File: config.mk
export PLATFORM = sky130hd
export DESIGN_NAME = aic_analog_input_ctrl
export DESIGN_NICKNAME = d
export VERILOG_FILES = /design/src/hdl/aic_pkg.sv /design/src/hdl/aic_analog_input_ctrl.sv
export SDC_FILE = /design/constraint.sdc
export NUM_CORES = 2
export LEC_CHECK = 0
export BUFFER_PORTS_ARGS = -buffer_cell sky130_fd_sc_hd__buf_2
export CAP_MARGIN = 20
export CELL_PAD_IN_SITES_DETAIL_PLACEMENT = 0
export CELL_PAD_IN_SITES_GLOBAL_PLACEMENT = 1
export CORE_MARGIN = 10
export CORE_UTILIZATION = 46
export CTS_CLUSTER_SIZE = 40
export DETAILED_ROUTE_END_ITERATION = 8
export GPL_ROUTABILITY_DRIVEN = 0
export PLACE_DENSITY_LB_ADDON = 0.2
export SLEW_MARGIN = 20
export SYNTH_ARGS = -nofsm -noshare
export SYNTH_HDL_FRONTEND = slang
export SYNTH_SLANG_ARGS = --single-unit
File: constraint.sdc
create_clock -name i_clock -period 4.7 [get_ports i_clock]
set_input_delay 0.94 -clock i_clock [delete_from_list [all_inputs] [get_ports i_clock]]
set_output_delay 0.94 -clock i_clock [all_outputs]
set_load 0.05 [all_outputs]
File: src/hdl/aic_pkg.sv
// Purpose : constants for the analog input converter control block
// Assumes : 50 MHz system clock, three serial converters on one board
// Notes   : register addresses are full byte addresses on the plain port
package aic_pkg;

  // ********************************
  // sizes
  // ********************************
  localparam int NUM_ADC       = 3;
  localparam int CH_PER_ADC    = 4;
  localparam int NUM_CH        = 12;
  localparam int NUM_PAIR      = 6;
  localparam int WORD_BITS     = 16;
  localparam int INIT_WORDS    = 2;
  localparam int READ_WORDS    = 8;
  localparam int READ_BITS     = 128;

  // ********************************
  // timing
  // ********************************
  localparam int CLK_PERIOD_NS = 20;
  localparam int SCLK_HALF     = 4;
  localparam int T_CONVST_NS   = 40;
  localparam int CONVST_CYC    = (T_CONVST_NS + CLK_PERIOD_NS - 1) / CLK_PERIOD_NS;
  localparam int T_BUSY_WAIT_NS = 100;
  localparam int BUSY_WAIT_CYC = (T_BUSY_WAIT_NS + CLK_PERIOD_NS - 1) / CLK_PERIOD_NS;

  // ********************************
  // register map
  // ********************************
  localparam logic [31:0] ADDR_OFFSET_FIRST = 32'h1000_6160;
  localparam logic [31:0] ADDR_OFFSET_LAST  = 32'h1000_6182;
  localparam logic [31:0] ADDR_OFFSET_STEP  = 32'h0000_0004;
  localparam logic [31:0] ADDR_CTRL         = 32'h1000_6190;
  localparam logic [31:0] ADDR_RANGE        = 32'h1000_6194;
  localparam logic [31:0] ADDR_OSR          = 32'h1000_6198;
  localparam logic [31:0] ADDR_STATUS       = 32'h1000_619C;
  localparam logic [31:0] ADDR_RESULT_BASE  = 32'h1000_61A0;

  localparam int CTRL_ENABLE_BIT  = 0;
  localparam int CTRL_TSEL_BIT    = 1;
  localparam int CTRL_START_BIT   = 2;
  localparam int STAT_INIT_BIT    = 0;
  localparam int STAT_CONV_BIT    = 1;
  localparam int STAT_ENABLE_BIT  = 2;

  localparam logic [7:0]  OFFSET_RESET = 8'h80;
  localparam logic [15:0] PAIR_RESET   = 16'h8080;
  localparam logic [3:0]  OSR_RESET    = 4'h0;
  localparam logic [3:0]  OSR_MAX      = 4'h8;

  // ********************************
  // converter frame: [15] write, [14:8] register, [7:0] data
  // ********************************
  localparam logic [6:0] ADC_REG_RANGE = 7'h01;
  localparam logic [6:0] ADC_REG_OSR   = 7'h02;
  localparam logic       ADC_WRITE     = 1'b1;

  typedef enum logic [8:0] {
    ST_IDLE      = 9'b0_0000_0001,
    ST_INIT_LOAD = 9'b0_0000_0010,
    ST_INIT_SHFT = 9'b0_0000_0100,
    ST_READY     = 9'b0_0000_1000,
    ST_WAIT_PLS  = 9'b0_0001_0000,
    ST_CONVST    = 9'b0_0010_0000,
    ST_WAIT_BUSY = 9'b0_0100_0000,
    ST_READ_SHFT = 9'b0_1000_0000,
    ST_DELIVER   = 9'b1_0000_0000
  } aic_state_t;

endpackage : aic_pkg

File: src/hdl/aic_analog_input_ctrl.sv
// Purpose : loads, starts and reads three serial converters of one board
// Assumes : converters clock data out on falling sclk, idle sclk low
// Notes   : averaging is done inside the converters; offset is added here
//
// Summary of operation
// - one shared clock and data out, one select line per converter
// - register writes go to converter 0, then 1, then 2
// - all three converters convert and read out together
// - a board enable permits or blocks all conversion activity
// - enable rising to 1 rewrites range and oversampling registers
// - register setup runs only while operating and enabled
// - software writes start after setup; only then conversions begin
// - timing select picks user pulse or timing generator pulse
// - results are read in step with the selected pulse
// - per channel the range picks current or voltage word
// - all twelve results appear together, with the single valid strobe unless a stop falls in the delivery cycle
// - results are 16-bit two's complement everywhere
// - each result is raw value plus signed channel offset
// - oversampling ratio programmed; converter returns the average
// - readout waits for busy to fall, however late
// - offset corrects at most 128 steps either way
// - offset is 8-bit offset binary, reset 80H meaning zero
//
// The implementer's own choice: the address-and-strobe port.
`timescale 1ns/1ps
`default_nettype none
module aic_analog_input_ctrl
  import aic_pkg::*;
(
  input  wire  logic                         i_clock,
  input  wire  logic                         i_sys_rst,
  input  wire  logic                         i_run,
  input  wire  logic [31:0]                  i_reg_addr,
  input  wire  logic [31:0]                  i_reg_wdata,
  input  wire  logic                         i_reg_wr,
  input  wire  logic                         i_reg_rd,
  output logic [31:0]                        o_reg_rdata,
  input  wire  logic                         i_user_pulse,
  input  wire  logic                         i_sample_pulse,
  output logic                               o_sclk,
  output logic                               o_mosi,
  output logic [NUM_ADC-1:0]                 o_cs_n,
  output logic                               o_convst,
  input  wire  logic [NUM_ADC-1:0]           i_miso,
  input  wire  logic [NUM_ADC-1:0]           i_converter_busy_flag,
  output logic [NUM_CH-1:0][WORD_BITS-1:0]   o_channel_result,
  output logic                               o_result_valid_strobe
);

  // ********************************
  // decode helpers
  // ********************************
  function automatic logic [2:0] pair_index(input logic [31:0] addr);
    logic [2:0] idx;
    idx = 3'h7;
    for (int k = 0; k < NUM_PAIR - 1; k++) begin
      if (addr == ADDR_OFFSET_FIRST + ADDR_OFFSET_STEP * k) begin
        idx = 3'(k);
      end
    end
    if (addr == ADDR_OFFSET_LAST) begin
      idx = 3'(NUM_PAIR - 1);
    end
    return idx;
  endfunction : pair_index

  function automatic logic [4:0] result_index(input logic [31:0] addr);
    logic [4:0] idx;
    idx = 5'h1F;
    for (int k = 0; k < NUM_CH; k++) begin
      if (addr == ADDR_RESULT_BASE + ADDR_OFFSET_STEP * k) begin
        idx = 5'(k);
      end
    end
    return idx;
  endfunction : result_index

  // ********************************
  // input synchronisers
  // ********************************
  logic [NUM_ADC-1:0] miso_s1_r;
  logic [NUM_ADC-1:0] miso_s2_r;
  logic [NUM_ADC-1:0] busy_s1_r;
  logic [NUM_ADC-1:0] busy_s2_r;

  always_ff @(posedge i_clock) begin
    if (i_sys_rst) begin
      miso_s1_r <= '0;
      miso_s2_r <= '0;
      busy_s1_r <= '0;
      busy_s2_r <= '0;
    end else begin
      miso_s1_r <= i_miso;
      miso_s2_r <= miso_s1_r;
      busy_s1_r <= i_converter_busy_flag;
      busy_s2_r <= busy_s1_r;
    end
  end

  // ********************************
  // registers
  // ********************************
  logic [NUM_PAIR-1:0][15:0] offset_pair_r;
  logic                      enable_r;
  logic                      tsel_r;
  logic                      start_r;
  logic [NUM_CH-1:0]         range_r;
  logic [3:0]                osr_r;
  logic                      init_done_r;
  aic_state_t                state_r;
  aic_state_t                state_nxt;
  logic [2:0]                wr_pair;

  assign wr_pair = pair_index(i_reg_addr);

  always_ff @(posedge i_clock) begin
    if (i_sys_rst) begin
      offset_pair_r <= {NUM_PAIR{PAIR_RESET}};
    end else if (i_reg_wr && wr_pair != 3'h7) begin
      offset_pair_r[wr_pair] <= i_reg_wdata[15:0];
    end
  end

  always_ff @(posedge i_clock) begin
    if (i_sys_rst) begin
      enable_r <= 1'b0;
      tsel_r   <= 1'b0;
      range_r  <= '0;
      osr_r    <= OSR_RESET;
    end else if (i_reg_wr) begin
      if (i_reg_addr == ADDR_CTRL) begin
        enable_r <= i_reg_wdata[CTRL_ENABLE_BIT];
        tsel_r   <= i_reg_wdata[CTRL_TSEL_BIT];
      end
      if (i_reg_addr == ADDR_RANGE) begin
        range_r <= i_reg_wdata[NUM_CH-1:0];
      end
      if (i_reg_addr == ADDR_OSR) begin
        osr_r <= (i_reg_wdata[3:0] > OSR_MAX) ? OSR_MAX : i_reg_wdata[3:0];
      end
    end
  end

  // start flag, cleared when the board is disabled
  always_ff @(posedge i_clock) begin
    if (i_sys_rst) begin
      start_r <= 1'b0;
    end else if (i_reg_wr && i_reg_addr == ADDR_CTRL) begin
      start_r <= i_reg_wdata[CTRL_START_BIT] & i_reg_wdata[CTRL_ENABLE_BIT];
    end else if (!enable_r) begin
      start_r <= 1'b0;
    end
  end

  // ********************************
  // serial bit engine
  // ********************************
  logic [3:0]                  ph_r;
  logic [6:0]                  bit_r;
  logic [1:0]                  adc_r;
  logic                        word_r;
  logic [15:0]                 tx_r;
  logic [NUM_ADC-1:0][127:0]   rx_r;
  logic [3:0]                  wait_r;
  logic                        ph_last;
  logic                        ph_mid;
  logic                        bit_end;
  logic                        enable_d_r;
  logic                        enable_rise;
  logic                        active;
  logic                        pulse_sel;

  assign ph_last     = (ph_r == 4'(2 * SCLK_HALF - 1));
  assign ph_mid      = (ph_r == 4'(SCLK_HALF));
  assign enable_rise = enable_r & ~enable_d_r;
  assign active      = i_run & enable_r;
  assign pulse_sel   = tsel_r ? i_sample_pulse : i_user_pulse;
  assign bit_end     = ph_last && (state_r == ST_INIT_SHFT ? bit_r == 7'(WORD_BITS - 1)
                                                            : bit_r == 7'(READ_BITS - 1));

  always_ff @(posedge i_clock) begin
    if (i_sys_rst) begin
      enable_d_r <= 1'b0;
    end else begin
      enable_d_r <= enable_r;
    end
  end

  always_ff @(posedge i_clock) begin
    if (i_sys_rst) begin
      ph_r  <= '0;
      bit_r <= '0;
    end else if (state_r == ST_INIT_SHFT || state_r == ST_READ_SHFT) begin
      ph_r <= ph_last ? 4'h0 : ph_r + 4'h1;
      if (ph_last) begin
        bit_r <= bit_end ? 7'h00 : bit_r + 7'h01;
      end
    end else begin
      ph_r  <= '0;
      bit_r <= '0;
    end
  end

  always_ff @(posedge i_clock) begin
    if (i_sys_rst) begin
      o_sclk <= 1'b0;
    end else if (state_r == ST_INIT_SHFT || state_r == ST_READ_SHFT) begin
      o_sclk <= (ph_r >= 4'(SCLK_HALF - 1)) && !ph_last;
    end else begin
      o_sclk <= 1'b0;
    end
  end

  // frame holds range or oversampling setting
  always_ff @(posedge i_clock) begin
    if (i_sys_rst) begin
      tx_r   <= '0;
      o_mosi <= 1'b0;
    end else if (state_r == ST_INIT_LOAD) begin
      tx_r   <= word_r ? {ADC_WRITE, ADC_REG_OSR, 4'h0, osr_r}
                       : {ADC_WRITE, ADC_REG_RANGE, 4'h0, range_r[adc_r*CH_PER_ADC +: CH_PER_ADC]};
      o_mosi <= 1'b0;
    end else if (state_r == ST_INIT_SHFT && ph_r == 4'h0) begin
      o_mosi <= tx_r[WORD_BITS-1];
      tx_r   <= {tx_r[WORD_BITS-2:0], 1'b0};
    end else if (state_r != ST_INIT_SHFT) begin
      o_mosi <= 1'b0;
    end
  end

  // all three data lines captured together
  generate
    for (genvar a = 0; a < NUM_ADC; a++) begin : g_rx
      always_ff @(posedge i_clock) begin
        if (i_sys_rst) begin
          rx_r[a] <= '0;
        end else if (state_r == ST_READ_SHFT && ph_mid) begin
          rx_r[a] <= {rx_r[a][READ_BITS-2:0], miso_s2_r[a]};
        end
      end
    end
  endgenerate

  // select one converter at a time during setup
  always_ff @(posedge i_clock) begin
    if (i_sys_rst) begin
      o_cs_n <= '1;
    end else if (state_r == ST_INIT_SHFT) begin
      o_cs_n <= ~(NUM_ADC'(1) << adc_r);
    end else if (state_r == ST_READ_SHFT) begin
      o_cs_n <= '0;
    end else begin
      o_cs_n <= '1;
    end
  end

  always_ff @(posedge i_clock) begin
    if (i_sys_rst) begin
      adc_r  <= '0;
      word_r <= 1'b0;
    end else if (state_r == ST_IDLE || state_r == ST_READY) begin
      adc_r  <= '0;
      word_r <= 1'b0;
    end else if (state_r == ST_INIT_SHFT && bit_end) begin
      word_r <= ~word_r;
      if (word_r) begin
        adc_r <= adc_r + 2'h1;
      end
    end
  end

  // ********************************
  // sequencer
  // ********************************
  always_comb begin
    state_nxt = state_r;
    case (state_r)
      ST_IDLE: begin
        // setup only while operating and enabled
        if (active) begin
          state_nxt = ST_INIT_LOAD;
        end
      end
      ST_INIT_LOAD: begin
        state_nxt = ST_INIT_SHFT;
      end
      ST_INIT_SHFT: begin
        if (bit_end) begin
          state_nxt = (word_r && adc_r == 2'(NUM_ADC - 1)) ? ST_READY : ST_INIT_LOAD;
        end
      end
      ST_READY: begin
        if (start_r) begin
          state_nxt = ST_WAIT_PLS;
        end
      end
      ST_WAIT_PLS: begin
        if (!start_r) begin
          state_nxt = ST_READY;
        end else if (pulse_sel) begin
          state_nxt = ST_CONVST;
        end
      end
      ST_CONVST: begin
        if (wait_r == 4'(CONVST_CYC - 1)) begin
          state_nxt = ST_WAIT_BUSY;
        end
      end
      ST_WAIT_BUSY: begin
        // wait for busy to fall on all converters
        if (wait_r >= 4'(BUSY_WAIT_CYC) && busy_s2_r == '0) begin
          state_nxt = ST_READ_SHFT;
        end
      end
      ST_READ_SHFT: begin
        if (bit_end) begin
          state_nxt = ST_DELIVER;
        end
      end
      ST_DELIVER: begin
        state_nxt = ST_WAIT_PLS;
      end
      default: begin
        state_nxt = ST_IDLE;
      end
    endcase
  end

  // stop drops everything; enable edge restarts setup
  always_ff @(posedge i_clock) begin
    if (i_sys_rst) begin
      state_r <= ST_IDLE;
    end else if (!active) begin
      state_r <= ST_IDLE;
    end else if (enable_rise) begin
      state_r <= ST_INIT_LOAD;
    end else begin
      state_r <= state_nxt;
    end
  end

  always_ff @(posedge i_clock) begin
    if (i_sys_rst) begin
      init_done_r <= 1'b0;
    end else if (!active || state_r == ST_INIT_LOAD) begin
      init_done_r <= 1'b0;
    end else if (state_r == ST_READY) begin
      init_done_r <= 1'b1;
    end
  end

  // pulses outside the wait state are not looked at
  always_ff @(posedge i_clock) begin
    if (i_sys_rst) begin
      wait_r <= '0;
    end else if (state_r == ST_CONVST || state_r == ST_WAIT_BUSY) begin
      wait_r <= (state_nxt != state_r) ? 4'h0 : (wait_r == 4'hF ? wait_r : wait_r + 4'h1);
    end else begin
      wait_r <= '0;
    end
  end

  // one start line for all three converters
  always_ff @(posedge i_clock) begin
    if (i_sys_rst) begin
      o_convst <= 1'b0;
    end else begin
      o_convst <= (state_nxt == ST_CONVST) && active && !enable_rise;
    end
  end

  // ********************************
  // result path
  // ********************************
  logic [NUM_CH-1:0][WORD_BITS-1:0] corr;

  generate
    for (genvar c = 0; c < NUM_CH; c++) begin : g_corr
      localparam int A = c / CH_PER_ADC;
      localparam int K = c % CH_PER_ADC;
      logic signed [16:0] raw;
      logic signed [16:0] ofs;
      logic signed [16:0] sum;
      // range bit high picks the current word
      assign raw = 17'(signed'(range_r[c] ? rx_r[A][READ_BITS-1-WORD_BITS*(2*K+1) -: WORD_BITS]
                                          : rx_r[A][READ_BITS-1-WORD_BITS*(2*K)   -: WORD_BITS]));
      assign ofs = 17'(signed'({1'b0, offset_pair_r[c/2][(c%2)*8 +: 8]})) - 17'(signed'({1'b0, OFFSET_RESET}));
      assign sum = raw + ofs;
      assign corr[c] = (sum[16] != sum[15]) ? {sum[16], {15{~sum[16]}}} : sum[15:0];
    end
  endgenerate

  always_ff @(posedge i_clock) begin
    if (i_sys_rst) begin
      o_channel_result <= '0;
    end else if (state_r == ST_DELIVER) begin
      o_channel_result <= corr;
    end
  end

  always_ff @(posedge i_clock) begin
    if (i_sys_rst) begin
      o_result_valid_strobe <= 1'b0;
    end else begin
      o_result_valid_strobe <= (state_r == ST_DELIVER) && active;
    end
  end

  // ********************************
  // register read
  // ********************************
  logic [2:0] rd_pair;
  logic [4:0] rd_res;

  assign rd_pair = pair_index(i_reg_addr);
  assign rd_res  = result_index(i_reg_addr);

  always_ff @(posedge i_clock) begin
    if (i_sys_rst) begin
      o_reg_rdata <= '0;
    end else if (i_reg_rd) begin
      o_reg_rdata <= '0;
      if (rd_pair != 3'h7) begin
        o_reg_rdata[15:0] <= offset_pair_r[rd_pair];
      end else if (rd_res != 5'h1F) begin
        o_reg_rdata[15:0] <= o_channel_result[rd_res];
      end else if (i_reg_addr == ADDR_CTRL) begin
        o_reg_rdata[CTRL_ENABLE_BIT] <= enable_r;
        o_reg_rdata[CTRL_TSEL_BIT]   <= tsel_r;
        o_reg_rdata[CTRL_START_BIT]  <= start_r;
      end else if (i_reg_addr == ADDR_RANGE) begin
        o_reg_rdata[NUM_CH-1:0] <= range_r;
      end else if (i_reg_addr == ADDR_OSR) begin
        o_reg_rdata[3:0] <= osr_r;
      end else if (i_reg_addr == ADDR_STATUS) begin
        o_reg_rdata[STAT_INIT_BIT]   <= init_done_r;
        o_reg_rdata[STAT_CONV_BIT]   <= (state_r != ST_IDLE) && (state_r != ST_READY) && init_done_r;
        o_reg_rdata[STAT_ENABLE_BIT] <= enable_r;
      end
    end else begin
      o_reg_rdata <= '0;
    end
  end

endmodule : aic_analog_input_ctrl
`default_nettype wire

==> flow_summary_export.csv <==
group,metric,value,unit
route,drc,0,
logic_synthesis,synthDistinctLibCells,84,
route,vias,36800,
clocking,maximum_clock_insertion_buffer_count,3,
timing,unrepaired_setup_endpoints_after_global_routing,"no",
logic_synthesis,synth-edff-count,0,
power,combPwrFrac,0.019,
worst_setup_path,arrival,4.75,ns
die,full_die_area,102000,um2
power,p_sw,3.07,mW
timing,timing.slew.headroom,0.312,
clocking,clock_latency,0.65,ns
worst_hold_path,min_delay_path_depth,1,
worst_setup_path,maximum_cell_stage_delay_along_the_critical_path,0.89,ns
logic_synthesis,synth-main-ff-cell,"dfxtp_1",
global_routing,grt_max_degree,203,
timing,timing.clock.skew,0.0213,ns
route,wl_per_cell,21.5,um
worst_setup_path,setup.worst_path.class,"reg2reg",
clocking,postCtsResizedCells,0,
global_routing,via_count_of_the_first_global_routing_pass,34300,
route,drt-total-wl,137000,um
logic_synthesis,async_reset_ff_frac,0,
finish,area_delta_synth_final,12.7,%
die,std_cell_rows,109,
power,power.share.clock,0.512,
job,cap_viol_max_count,0,
timing,fin_crit_sh,0.886,
placed_design,dpl.hpwl,99500,um
global_routing,grt_first_pass_wirelength,207000,um
placed_design,port-buffer-count,275,
logic_synthesis,synth_area_in_adders,0.0769,
logic_synthesis,synthMuxAreaShare,0.0909,
logic_synthesis,xor_xnor_fraction_of_synth_area,0.0293,
worst_setup_path,critPathCaptureType,"flop",
die,initial_core_util,0.464,
worst_hold_path,holdCritPathClass,"reg2reg",
power,static-leakage-power,18.4,nW
logic_synthesis,synth_top_family_by_area,"compound AO/OA/AOI/OAI gates",
logic_synthesis,synth_compound_gate_area_share,0.203,
die,fp.coreArea,88600,um2
clocking,cts.reportedPaths.clkPinSlew,0.06,ns
route,first_pass_iters,6,
timing,hold_violations,0,
die,io_pins,308,
logic_synthesis,syn_inst,4981,
global_routing,grt_usage,0.256,
timing,tns,0,ns
logic_synthesis,syn-mean-instance-area,8.26,um2
worst_setup_path,critical_path.slowest_cell,"dfxtp_1",
power,p_per_area,301,nW/um2
finish,drive_above_1_share,0.144,
clocking,cts_buf_count,87,
timing,final_period_minus_worst_setup_slack,4.16,ns
power,power_report.internal_total,10.9,mW
global_routing,grt_remaining_overflow,0,
logic_synthesis,netlist_area,41200,um2
worst_setup_path,crit_path_max_fanout,15,
logic_synthesis,ys_seq_elements,771,
timing,maxSlewViolCount,0,
power,power.switching_fraction,0.220,
logic_synthesis,synth_simple_gate_area_share,0.181,
power,irDropWorstVdd,0.256,mV
clocking,cts_tree,"done",
power,seq_pwr_share,0.469,
worst_setup_path,cp-start-kind,"flop",
worst_setup_path,crit_chain,"buf_4, mux2_2, ha_1, nand4_1, or2_2, nor3_1, o31ai_1, xnor2_1, and2_0, a221o_1",
clocking,root_buffer,"clkbuf_16",
die,die_x,319,um
worst_setup_path,worst_ep_required_time,5.29,ns
timing,tightestPinTransition,1.03,ns
placed_design,placed_area,43400,um2
logic_synthesis,ys_seq_area_frac,0.375,
finish,final_instance_area,46400,um2
finish,finalNetCount,5412,
route,route.detailed.vias_per_inst,5.79,
worst_setup_path,r2r.worst_path.cells,10,
route,drt-initial-drc-count,3591,
timing,max_clock_freq,0.240,GHz
logic_synthesis,yosysWarnings,0,
die,floorplan.die.height,319,um
route,postRouteAntennaNets,0,
status,run_status,"finished, final reports clean",
timing,final-setup-viol-count,0,
clocking,cts.hold.buffers_added,0,
clocking,h-tree-depth,3,
global_routing,grt_antenna_before_repair,15,
clocking,cts_post_setup_buffers_inserted,0,
clocking,cts.sink_count,771,
[synthesized netlist by cell type (all sizes together) (11+ instances only)]
cell type     n  area [um2]
nand2      1146        4300
dfxtp       771       15400
a21oi       695        3480
clkbuf      254         953
ha          201        2510
o21ai       201        1010
nor2        200         761
mux2        189        2130
inv         118         443
nor3         85         447
xnor2        78         683
a211oi       72         541
o211ai       65         488
xor2         59         524
buf          57         400
mux2i        57         571
o21a         56         420
nor2b        51         319
nand3        50         268
mux4         44        1040
a21o         42         315
maj3         41         410
nand2b       34         213
o31ai        33         248
and3         32         200
a221o        26         260
a22o         26         228
a221oi       21         184
or3          19         119
and2         18         113
a211o        16         140
a222oi       16         160
a22oi        16         120
a31oi        16         100
fa           12         240
nand3b       12        90.1
or2          11        68.8
[logic make-up (layout without fill, tap and decap cells)]
family	after synthesis	after routing
AO/OA/AOI/OAI	1380	1380
XOR/XNOR	137	137
adder cells (fa/ha/maj)	254	254
buffers and inverters	430	622
flip-flops	771	771
multiplexers	290	290
other	1	22
AND/OR/NAND/NOR	1718	1718
[power groups by stage]
stage / registers (mW) / logic (mW) / clock network (mW)
floorplan: 6.68 / 0.156 / 0
global placement: 6.69 / 0.251 / 0
detailed placement: 6.69 / 0.250 / 0
CTS: 6.54 / 0.250 / 7.25
global route: 6.54 / 0.267 / 7.51
finish: 6.54 / 0.258 / 7.14
[final cells by class]
cell class / count / area (um2)
Antenna cell: 6 / 15.0
Clock buffer: 122 / 2520
Clock inverter: 33 / 444
Fill cell: 8527 / 42300
Inverter: 119 / 447
Multi-Input combinational cell: 3795 / 24000
Sequential cell: 771 / 15400
Tap cell: 1165 / 1460
Timing Repair Buffer: 348 / 2030
[flip-flops by register name, indices dropped and copies added (netlist names), 4 cells and up]
register          cells
ph_r                  4
wait_r                4
rx_r                384
bit_r                 7
o_channel_result    192
osr_r                 4
tx_r                 16
state_r               9
offset_pair_r        96
range_r              12
o_reg_rdata          16
[worst max-delay path, delay by kind of cell, from the launching register on]
kind / cells / cell delay (ns)
AO/OA/AOI/OAI: 2 / 0.29
XOR/XNOR: 1 / 0.77
adder cells (fa/ha/maj): 1 / 0.37
buffers and inverters: 1 / 0.28
flip-flops: 1 / 0.89
multiplexers: 1 / 0.34
AND/OR/NAND/NOR: 4 / 1.14
[path summary, 6_finish.rpt]
path / startpoint / to / slack [ns]
hold reg to reg: busy_s1_r[2] / busy_s2_r[2] / 0.43
setup reg to reg: range_r[2] / o_channel_result[46] / 0.54
setup / recovery: range_r[2] / o_channel_result[46] / 0.54
hold / removal: busy_s1_r[2] / busy_s2_r[2] / 0.43
[metal layers]
metal  wire (um)  share of wire  GRT usage
met5          80        0.00059          0
met4        4760          0.035     0.0875
met3       11800          0.086     0.0684
met2       58900           0.43      0.389
met1       61000           0.45      0.348
[layout by cell type (no fill, tap or decap), types with 56 or more instances in the layout]
cell       netlist  layout
o21a_1          56      56
clkbuf_16        0      91
xor2_1          58      58
inv_1          118     117
o211ai_1        65      65
nor2_1         198     196
xnor2_1         78      78
ha_1           201     201
nand2_1       1146    1146
mux2_2         189     189
mux2i_1         57      57
buf_2           14     274
dfxtp_1        771     771
a21oi_1        695     695
buf_4           24      65
o21ai_0        196     196
nor3_1          82      82
a211oi_1        72      71
[per-stage QoR]
step | hold slack, ns | util | total power, mW | std cells | setup slack, ns
2_1_floorplan | 0.414 | - | 6.84 | 4996 | 0.984
3_3_place_gp | 0.419 | 0.490 | 6.94 | 6198 | 0.528
3_5_place_dp | 0.422 | 0.490 | 6.94 | 6198 | 0.505
4_1_cts | 0.433 | 0.523 | 14.0 | 6353 | 0.474
5_1_grt | 0.461 | 0.523 | 14.3 | 6356 | 0.259
6_report | 0.432 | 0.523 | 13.9 | 6359 | 0.536
(Power assumes the default switching activity.)
